$ cat src/rtl/tcu_pkg.sv
// Purpose: constants and carriers for the two-group timer unit
// Assumes: apb with 8-bit byte address and 32-bit data
// Notes:   timers 0..2 form the first group, 3..4 the second
package tcu_pkg;
    localparam int NT        = 5;       // timers in the unit
    localparam int TW        = 16;      // timer width
    localparam int PIN_W     = 11;      // in[4:0], dir[4:0], cap
    localparam int G1_DIV    = 4;       // first group base rate
    localparam int G2_DIV    = 2;       // second group base rate
    // timer index
    localparam int T_AUXL    = 0;
    localparam int T_CORE    = 1;
    localparam int T_AUXH    = 2;
    localparam int T_SAUX    = 3;
    localparam int T_SCORE   = 4;
    // register map
    localparam logic [7:0] OFS_CFG  = 8'h00; // five words, one per timer
    localparam logic [7:0] OFS_CNT  = 8'h20; // five words, timer values
    localparam logic [7:0] OFS_CAPR = 8'h34; // capture_reload_reg
    localparam logic [7:0] OFS_STAT = 8'h38; // toggle latches
    localparam logic [15:0] CFG_RST = 16'h0000;
    localparam logic [15:0] CNT_RST = 16'h0000;
    // config field positions
    localparam int CF_MODE   = 0;       // 2 bits, first group mode
    localparam int CF_FN     = 2;       // 2 bits, aux function/sources
    localparam int CF_RUN    = 4;
    localparam int CF_DIR    = 5;       // 1 = count down
    localparam int CF_DPIN   = 6;       // direction pin inverts dir
    localparam int CF_PRE    = 7;       // 3 bits, divide by 2**n
    localparam int CF_CHAIN  = 10;      // clock from toggle latch
    localparam int CF_EXT    = 11;      // second group external clock
    localparam int CF_OUTEN  = 12;      // toggle latch to pin
    localparam int CF_TRG    = 13;      // 2 bits, reload trigger
    localparam int CF_CLR    = 15;      // clear after capture
    typedef enum logic [1:0] {
        TCU_M_TIMER = 2'b00,
        TCU_M_GATED = 2'b01,
        TCU_M_COUNT = 2'b10,
        TCU_M_INCR  = 2'b11
    } tcu_mode_t;
    typedef enum logic [1:0] {
        TCU_F_NORM = 2'b00,
        TCU_F_CAPT = 2'b01,
        TCU_F_RELD = 2'b10,
        TCU_F_RSVD = 2'b11
    } tcu_fn_t;
    typedef struct packed {
        logic        psel;
        logic        penable;
        logic        pwrite;
        logic [7:0]  paddr;
        logic [31:0] pwdata;
    } tcu_apb_req_t;
    typedef struct packed {
        logic [31:0] prdata;
        logic        pready;
        logic        pslverr;
    } tcu_apb_rsp_t;
    typedef struct packed {
        logic       cap;                // capture_input_pin
        logic [4:0] dir;                // timer_direction_pin per timer
        logic [4:0] inp;                // timer_input_pin per timer
    } tcu_pin_in_t;
    typedef struct packed {
        logic core_tog;                 // core_toggle_out_pin
        logic second_tog;               // second_toggle_out_pin
        logic second_wrap;              // wrap pulse for compare timers
    } tcu_pin_out_t;
endpackage

$ cat src/rtl/tcu_timer_unit.sv
// Purpose: five 16-bit timers in two groups behind an apb slave
// Assumes: pins are asynchronous and pass two flops before use
// Notes on behaviour
// - five 16-bit timers, groups of three and two
// - chaining only inside one group
// - first group: timer, gated, counter, incremental
// - timer mode counts prescaled system clock
// - counter mode counts input pin events
// - gated mode counts while gate pin high
// - first group counts at most every 4 clocks
// - direction by software or direction pin
// - incremental mode decodes quadrature A and B
// - core wrap toggles latch; latch drives pin, aux
// - aux as capture or reload stops counting
// - capture copies core into aux on pin
// - reload core from aux on pin or latch edge
// - opposite latch edges reload: hardware pwm
// - second group: two timers, register, every 2
// - second group: prescaled or external clock
// - second group direction by software or pin
// - second core wrap toggles latch; clocks aux, pin
// - second core wrap exported and reloads from register
// - capture pin copies second aux, optional clear
// - capture also on core input or direction edges
//
// Decided for this implementation: the register offsets and the APB register port.
`timescale 1ns/10ps
module tcu_timer_unit (
    input  wire logic                  ref_clk_i, // 100 MHz clock
    input  wire logic                  reset_i,   // sync, active high
    input  wire tcu_pkg::tcu_apb_req_t apb_i,     // apb request
    output tcu_pkg::tcu_apb_rsp_t      apb_o,     // apb answer
    input  wire tcu_pkg::tcu_pin_in_t  pins_i,    // async pins
    output tcu_pkg::tcu_pin_out_t      pins_o     // registered outputs
);
    import tcu_pkg::*;

    logic [15:0]      cfg_q [NT];
    logic [TW-1:0]    cnt_q [NT];
    logic [TW-1:0]    cnt_d [NT];
    logic [TW-1:0]    capr_q;
    logic [TW-1:0]    capr_d;
    logic [PIN_W-1:0] s1_q, s2_q, s3_q;
    logic [1:0]       div1_q;
    logic             div2_q;
    logic [7:0]       pre1_q, pre2_q;
    logic [NT-1:0]    pend_q, pend_d, pdn_q, pdn_d;
    logic [NT-1:0]    en, dn, wrap;
    logic             lat1_q, lat2_q, tog1_q, tog2_q;
    logic [31:0]      rdata_q;
    logic             err_q;
    tcu_pin_out_t     out_q;

    // prescaler tap hit: low n bits of the prescale counter all ones
    function automatic logic pre_hit(input logic [7:0] c,
                                     input logic [2:0] n);
        logic [7:0] m;
        m = ~(8'hff << n);
        pre_hit = ((c & m) == m) || (n == 3'd0);
    endfunction

    // hit flag for a word address inside a five-word bank
    function automatic logic bank_hit(input logic [7:0] a,
                                      input logic [7:0] base);
        bank_hit = (a[7:5] == base[7:5]) && (a[4:2] < 3'd5)
                   && (a[1:0] == 2'b00);
    endfunction

    // pin synchroniser; stage one feeds stage two only
    always_ff @(posedge ref_clk_i) begin
        s1_q <= {pins_i.cap, pins_i.dir, pins_i.inp};
        s2_q <= s1_q;
        s3_q <= s2_q;
    end

    wire [PIN_W-1:0] lvl  = s2_q;
    wire [PIN_W-1:0] edg  = s2_q ^ s3_q;
    wire [PIN_W-1:0] rise = s2_q & ~s3_q;

    // base rates; a single clock with enable pulses, no derived clocks
    wire tick1 = (div1_q == 2'(G1_DIV - 1));
    wire tick2 = div2_q;
    always_ff @(posedge ref_clk_i) begin
        if (reset_i) begin
            div1_q <= 2'h0;
            div2_q <= 1'b0;
            pre1_q <= 8'h00;
            pre2_q <= 8'h00;
        end else begin
            div1_q <= div1_q + 2'h1;
            div2_q <= ~div2_q;
            if (tick1) pre1_q <= pre1_q + 8'h01;
            if (tick2) pre2_q <= pre2_q + 8'h01;
        end
    end

    // apb decode; writes land at the access edge
    wire       acc  = apb_i.psel & apb_i.penable;
    wire       wr   = acc & apb_i.pwrite;
    wire [7:0] ad   = apb_i.paddr;
    wire [2:0] idx  = ad[4:2];
    wire       hcfg = bank_hit(ad, OFS_CFG);
    wire       hcnt = bank_hit(ad, OFS_CNT);
    wire       hcap = (ad == OFS_CAPR);
    wire       hst  = (ad == OFS_STAT);
    wire       hok  = hcfg | hcnt | hcap | hst;

    // per-timer count enable, direction and wrap
    always_comb begin
        logic        g1;
        logic        tk;
        logic        tp;
        logic [15:0] c;
        g1 = 1'b0;
        tk = 1'b0;
        tp = 1'b0;
        c  = 16'h0000;
        for (int i = 0; i < NT; i++) begin
            c  = cfg_q[i];
            g1 = (i < 3);
            tk = g1 ? tick1 : tick2;
            tp = tk && pre_hit(g1 ? pre1_q : pre2_q,
                               c[CF_PRE+:3]);
            dn[i] = c[CF_DIR] ^ (c[CF_DPIN] & lvl[5+i]);
            if (g1) begin
                case (tcu_mode_t'(c[CF_MODE+:2]))
                    TCU_M_TIMER: en[i] = tp;
                    TCU_M_GATED: en[i] = tp & lvl[i];
                    TCU_M_COUNT: en[i] = pend_q[i] & tk;
                    TCU_M_INCR: begin
                        en[i] = pend_q[i] & tk;
                        dn[i] = pdn_q[i] ^ c[CF_DIR];
                    end
                    default: en[i] = 1'b0;
                endcase
            end else begin
                en[i] = c[CF_EXT] ? (pend_q[i] & tk) : tp;
            end
            // aux timers of each group may run from their latch
            if (c[CF_CHAIN] && (i == T_AUXL || i == T_AUXH))
                en[i] = tog1_q;
            if (c[CF_CHAIN] && i == T_SAUX)
                en[i] = tog2_q;
            // a first-group aux used as capture or reload is stopped
            if ((i == T_AUXL || i == T_AUXH)
                && c[CF_FN+:2] != TCU_F_NORM)
                en[i] = 1'b0;
            en[i]   = en[i] & c[CF_RUN];
            wrap[i] = en[i] & (dn[i] ? (cnt_q[i] == 16'h0000)
                                     : (cnt_q[i] == 16'hffff));
        end
    end

    // event pending flags; an edge arriving on the consuming tick wins
    always_comb begin
        logic qa;
        logic qb;
        qa = 1'b0;
        qb = 1'b0;
        for (int i = 0; i < NT; i++) begin
            qa = edg[i];
            qb = edg[5+i];
            pend_d[i] = pend_q[i] & ~((i < 3) ? tick1 : tick2);
            pdn_d[i]  = pdn_q[i];
            if ((i < 3) && cfg_q[i][CF_MODE+:2] == TCU_M_INCR) begin
                if (qa | qb) begin
                    pend_d[i] = 1'b1;
                    // a leading b counts up, b leading a counts down
                    pdn_d[i]  = qa ? ~(lvl[i] ^ lvl[5+i])
                                   : (lvl[i] ^ lvl[5+i]);
                end
            end else if (rise[i]) begin
                pend_d[i] = 1'b1;
            end
        end
    end

    // reload triggers of the core timer from each aux timer
    function automatic logic rl_trig(input logic [15:0] c,
                                     input logic pin_rise,
                                     input logic w,
                                     input logic lat);
        case (c[CF_TRG+:2])
            2'b00:   rl_trig = pin_rise;
            2'b01:   rl_trig = w & ~lat;   // latch rising
            2'b10:   rl_trig = w & lat;    // latch falling
            default: rl_trig = w;
        endcase
    endfunction

    wire [1:0] fn_l = cfg_q[T_AUXL][CF_FN+:2];
    wire [1:0] fn_h = cfg_q[T_AUXH][CF_FN+:2];
    wire rl_l = (fn_l == TCU_F_RELD)
                && rl_trig(cfg_q[T_AUXL], rise[T_AUXL],
                           wrap[T_CORE], lat1_q);
    wire rl_h = (fn_h == TCU_F_RELD)
                && rl_trig(cfg_q[T_AUXH], rise[T_AUXH],
                           wrap[T_CORE], lat1_q);
    wire cp_l = (fn_l == TCU_F_CAPT) && rise[T_AUXL];
    wire cp_h = (fn_h == TCU_F_CAPT) && rise[T_AUXH];
    wire [15:0] sc  = cfg_q[T_SAUX];
    wire cap2 = (sc[CF_FN] & rise[10])
                | (sc[CF_FN+1] & (edg[T_CORE] | edg[5+T_CORE]));
    wire rl2  = wrap[T_SCORE] & cfg_q[T_SCORE][CF_FN];

    // next timer values; software writes take priority
    always_comb begin
        for (int i = 0; i < NT; i++) begin
            cnt_d[i] = cnt_q[i];
            if (en[i])
                cnt_d[i] = dn[i] ? cnt_q[i] - 16'h0001
                                 : cnt_q[i] + 16'h0001;
        end
        // with both aux timers reloading on opposite edges the core
        // alternates two periods and the latch forms a pwm wave
        if (rl_l) cnt_d[T_CORE] = cnt_q[T_AUXL];
        if (rl_h) cnt_d[T_CORE] = cnt_q[T_AUXH];
        if (cp_l) cnt_d[T_AUXL] = cnt_q[T_CORE];
        if (cp_h) cnt_d[T_AUXH] = cnt_q[T_CORE];
        if (rl2)  cnt_d[T_SCORE] = capr_q;
        if (cap2 && sc[CF_CLR]) cnt_d[T_SAUX] = CNT_RST;
        if (wr && hcnt && idx < 3'd5)
            cnt_d[idx] = apb_i.pwdata[TW-1:0];
    end

    always_comb begin
        capr_d = capr_q;
        if (cap2) capr_d = cnt_q[T_SAUX];
        if (wr && hcap) capr_d = apb_i.pwdata[TW-1:0];
    end

    // timer state and registers
    always_ff @(posedge ref_clk_i) begin
        if (reset_i) begin
            for (int i = 0; i < NT; i++) begin
                cfg_q[i] <= CFG_RST;
                cnt_q[i] <= CNT_RST;
            end
            capr_q <= CNT_RST;
            pend_q <= '0;
            pdn_q  <= '0;
        end else begin
            for (int i = 0; i < NT; i++)
                cnt_q[i] <= cnt_d[i];
            if (wr && hcfg)
                cfg_q[idx] <= apb_i.pwdata[15:0];
            capr_q <= capr_d;
            pend_q <= pend_d;
            pdn_q  <= pdn_d;
        end
    end

    // toggle latches; the chained aux sees the toggle one clock later
    always_ff @(posedge ref_clk_i) begin
        if (reset_i) begin
            lat1_q <= 1'b0;
            lat2_q <= 1'b0;
            tog1_q <= 1'b0;
            tog2_q <= 1'b0;
            out_q  <= '0;
        end else begin
            lat1_q <= lat1_q ^ wrap[T_CORE];
            lat2_q <= lat2_q ^ wrap[T_SCORE];
            tog1_q <= wrap[T_CORE];
            tog2_q <= wrap[T_SCORE];
            out_q.core_tog    <= cfg_q[T_CORE][CF_OUTEN]
                                 & (lat1_q ^ wrap[T_CORE]);
            out_q.second_tog  <= cfg_q[T_SCORE][CF_OUTEN]
                                 & (lat2_q ^ wrap[T_SCORE]);
            out_q.second_wrap <= wrap[T_SCORE];
        end
    end

    // read data is sampled in the setup cycle so it comes from flops
    always_ff @(posedge ref_clk_i) begin
        if (reset_i) begin
            rdata_q <= 32'h0000_0000;
            err_q   <= 1'b0;
        end else if (apb_i.psel && !apb_i.penable) begin
            err_q   <= ~hok;
            rdata_q <= 32'h0000_0000;
            if (hcfg) rdata_q <= {16'h0000, cfg_q[idx]};
            if (hcnt) rdata_q <= {16'h0000, cnt_q[idx]};
            if (hcap) rdata_q <= {16'h0000, capr_q};
            if (hst)  rdata_q <= {30'h0, lat2_q, lat1_q};
        end
    end

    assign apb_o.prdata  = rdata_q;
    assign apb_o.pready  = 1'b1;
    assign apb_o.pslverr = err_q & acc;
    assign pins_o        = out_q;

    wire wr_cnt1 = wr & hcnt & (idx == 3'(T_CORE));
    wire wr_cnt0 = wr & hcnt & (idx == 3'(T_AUXL));
    wire wr_cnt3 = wr & hcnt & (idx == 3'(T_SAUX));
endmodule

$ cat config.mk
export PLATFORM = sky130hd
export DESIGN_NAME = tcu_timer_unit
export DESIGN_NICKNAME = d
export VERILOG_FILES = /design/src/rtl/tcu_pkg.sv /design/src/rtl/tcu_timer_unit.sv
export SDC_FILE = /design/constraint.sdc
export NUM_CORES = 1
export LEC_CHECK = 0
export ABC_CLOCK_PERIOD_IN_PS = 4000
export BUFFER_PORTS_ARGS = -buffer_cell sky130_fd_sc_hd__buf_2
export CAP_MARGIN = 20
export CORE_MARGIN = 3
export CORE_UTILIZATION = 40
export DETAILED_ROUTE_END_ITERATION = 12
export SLEW_MARGIN = 20
export SYNTH_ARGS = -nofsm -noshare
export SYNTH_HDL_FRONTEND = slang
export SYNTH_SLANG_ARGS = --single-unit
$ cat constraint.sdc
create_clock -name ref_clk_i -period 4 [get_ports ref_clk_i]
set_input_delay 0.6 -clock ref_clk_i [delete_from_list [all_inputs] [get_ports ref_clk_i]]
set_output_delay 0.6 -clock ref_clk_i [all_outputs]
set_load 0.01 [all_outputs]
==> metrics.yaml <==
run_status:
  outcome: "finished clean"
synthesis:
  synthCells: 1902
  ys_dominant_reg_cell: "dfxtp_1"
  syn_area_mm2: 0.01650
  synthTopCellsByArea: "dfxtp_1, edfxtp_1, ha_1"
  synth_seq_area_share_pct: 36.33
  synth_edf_count: 83
  syn_area_per_cell_um2: 8.677
  synth_seq_cells: 258
  ys.warnings.count: 0
  async_reset_ff_share_pct: 0
  synth_top_area_share_pct: 21.23
  synth_cell_types: 79
  synth.largest_area_cell: "dfxtp_1"
sta:
  whs_ns: 0.1189
  fmax_mhz: 259.3
  fin_crit_ns: 3.856
  period_share_pct: 96.41
  hold_violations: 0
  skew_ns: 0.02047
  setup_viol: 0
  drv_slew: 0
  rsz0062_at_grt: "no"
  relSlewSlack_pct: 38.48
  worst_pin_slew_ns: 0.9229
  setup_tns_ns: 0
power_and_ir_drop:
  p_per_area_mw_per_mm2: 353.8
  power_mw: 6.634
  leakagePower_nw: 7.536
  swShare_pct: 28.65
  p_int_mw: 4.733
  switching_power_mw: 1.901
  p_seq_share_pct: 43.6
  p_clk_share_pct: 40.1
  peakVddDrop_mv: 0.3181
  pwr-share-comb_pct: 16.3
clock_network:
  postCtsSetupRepairBufs: 0
  ctsLongestPathBuffers: 3
  htree_levels: 1
  cts_buffers: 31
  path_clk_slew_ns: 0.06
  clock_sinks: 258
  clockRootBuffer: "clkbuf_16"
  cts_tree: "yes"
  clkLatencyLatePin_ns: 0.59
critical_path:
  endpoint_kind: "flip-flop"
  reg2reg_depth: 16
  worstPathArrival_ns: 4.29
  r2r-start: "cfg_q[1][0]"
  startpoint: "cfg_q[1][0]"
  cp_max_fo: 4
  crit_end: "cnt_q[1][14]"
  critical_path_required_ns: 4.44
  start_kind: "flip-flop"
  r2r_setup_slack_ns: 0.14
  reg2reg_to: "cnt_q[1][14]"
  critPathKind: "flip-flop to flip-flop"
hold_path:
  min_from: "pins_i[10]"
  hp-class: "input pin to flip-flop"
  holdPathStages: 1
route:
  vias: 15210
  antenna_left: 0
  wl_met2_mm: 25.10
  drtIter0Drc: 1624
  wl_per_cell_um: 22.74
  wl_met1_mm: 25.15
  avgViaCountPerCell: 6.016
  drc_errors: 0
  first_pass_iters: 5
  met3_length_mm: 4.897
  wl_mm: 57.51
  highest_layer: "met4"
global_routing:
  overflow: 0
  antenna_found_initial: 0
  grt_max_degree: 80
  first_global_vias: 14270
  grt_first_pass_wirelength_mm: 87.09
  grtUsageTotal_pct: 25.40
layout:
  layout-drive-gt1-share_pct: 13.77
  instances_no_fill: 2529
  syn_to_final_growth_pct: 13.61
  fin_nets: 2119
  antenna_cells: 0
floorplanning:
  io_pins: 93
  core_area_mm2: 0.04028
  chipHeight_um: 209.1
  die-area_mm2: 0.04373
  start_util_pct: 40.97
  rows: 73
  die_w_um: 209.1
run:
  drv_cap: 0
placed_design:
  io_buffers: 59
  dp.cells: 2470
  gp_congestion: 0.9306
  dpl.hpwl_mm: 40.73
-- metal layers --
metal / vias to the layer above / GRT usage (%)
met1: 7326 / 36.52
met3: 117 / 3.738
li1: 7112 / -
met2: 659 / 38.56
met5: - / 0
met4: 0 / 9.769
-- flip-flops by register name, indices dropped and copies added (netlist names), 2 cells and up --
register / cells
pre1_q: 7
s3_q: 9
cfg_q: 83
rdata_q: 16
s1_q: 11
pdn_q: 3
pre2_q: 7
lvl: 11
pins_o: 3
div1_q: 2
capr_q: 16
pend_q: 5
cnt_q: 80
-- cells in the mapped netlist (all sizes together) (19+ instances only) --
cell type / count
nand3: 26
mux2i: 62
buf: 34
xnor2: 45
dfxtp: 175
a31oi: 19
nor3: 40
ha: 78
edfxtp: 83
a21o: 26
nand2: 166
and3: 21
o21ai: 74
o211ai: 34
inv: 51
o22ai: 31
xor2: 40
nor2: 197
mux2: 23
a211o: 20
clkbuf: 100
a21oi: 136
a311oi: 21
nand4: 21
a211oi: 69
and2: 96
-- worst min-delay path by stage --
| stage | to |
|---|---|
| after floorplan | lvl[0] |
| after global placement | lvl[4] |
| after detailed placement | lvl[4] |
| after CTS | s1_q[10] |
| after global routing | s1_q[8] |
| final | s1_q[10] |
-- worst max-delay path: stages, from the launching register on --
cell and delay, ns:
edfxtp_1 0.43, and3_1 0.20, a31oi_1 0.19, xor2_1 0.18
buf_4 0.17, inv_1 0.10, buf_4 0.15, ha_1 0.32
a21o_1 0.15, buf_4 0.11, a31oi_1 0.05, o21ai_1 0.33
nand3_1 0.16, a311oi_1 0.38, o32ai_1 0.17, a2111oi_2 0.46
o41ai_1 0.13
-- cells in the final DEF (no fill, tap or decap), types with 17 or more instances in the layout --
cell and count:
and2_1 96, buf_2 58, nand2_1 166, edfxtp_1 83, and3_1 21, o21ai_0 71, a21o_1 26, nand3_1 26
o211ai_1 34, xor2_1 39, xnor2_1 45, ha_1 78, nor3_1 39, clkbuf_16 31, nand4_1 21, a311oi_1 21
mux2i_1 62, nand2b_1 17, o22ai_1 31, a211oi_1 68, nor2_1 197, inv_1 51, buf_4 100, a211o_1 20
a21oi_1 135, conb_1 20, mux2_2 23, dfxtp_1 175, a31oi_1 17
-- repair_timing --
action | 4_1_cts | 5_1_grt
endpoints found under the setup margin | 1 | 14
gates cloned | 0 | 2
hold buffers | 0 | 0
resized for setup | 1 | 15
-- area by class of cell --
type                            instances  area, um^2
Tap cell                              525       656.9
Fill cell                            3904       21530
Sequential cell                       258        5996
Timing Repair Buffer                  159        1061
Inverter                               53       198.9
Clock buffer                           46       882.1
Clock inverter                         11       52.55
Multi-Input combinational cell       1477        9902
-- power by group through the flow --
stage | logic, mW | clock network [mW] | registers, mW
2_1_floorplan | 0.716 | 0 | 2.91
3_3_place_gp | 1.03 | 0 | 2.94
3_5_place_dp | 1.05 | 0 | 2.95
4_1_cts | 1.05 | 2.71 | 2.89
5_1_grt | 1.18 | 2.81 | 2.90
6_report | 1.08 | 2.66 | 2.89
-- cell families (layout without fill, tap and decap cells) --
| kind of cell | Yosys count | count (layout) | share of synthesized area, % |
|---|---|---|---|
| multiplexers | 96 | 96 | 6.831 |
| XOR/XNOR | 85 | 85 | 4.511 |
| flip-flops | 258 | 258 | 36.33 |
| other | 2 | 20 | 0.04551 |
| AO/OA/AOI/OAI | 534 | 536 | 21.74 |
| buffers and inverters | 187 | 269 | 4.792 |
| adder cells (fa/ha/maj) | 83 | 83 | 6.520 |
| AND/OR/NAND/NOR | 657 | 657 | 19.23 |
-- metrics by stage --
step / cell area (um^2) / worst slack (ns) / utilization (%)
3_5_place_dp: 17720 / 0.004841 / 44.00
2_1_floorplan: 16570 / 0.01104 / -
5_1_grt: 18750 / 0.002846 / 46.55
3_3_place_gp: 17720 / 0.04445 / 44.00
4_1_cts: 18660 / 0.05241 / 46.33
6_report: 18750 / 0.1435 / 46.55
Power figures use the tool's default switching activity.
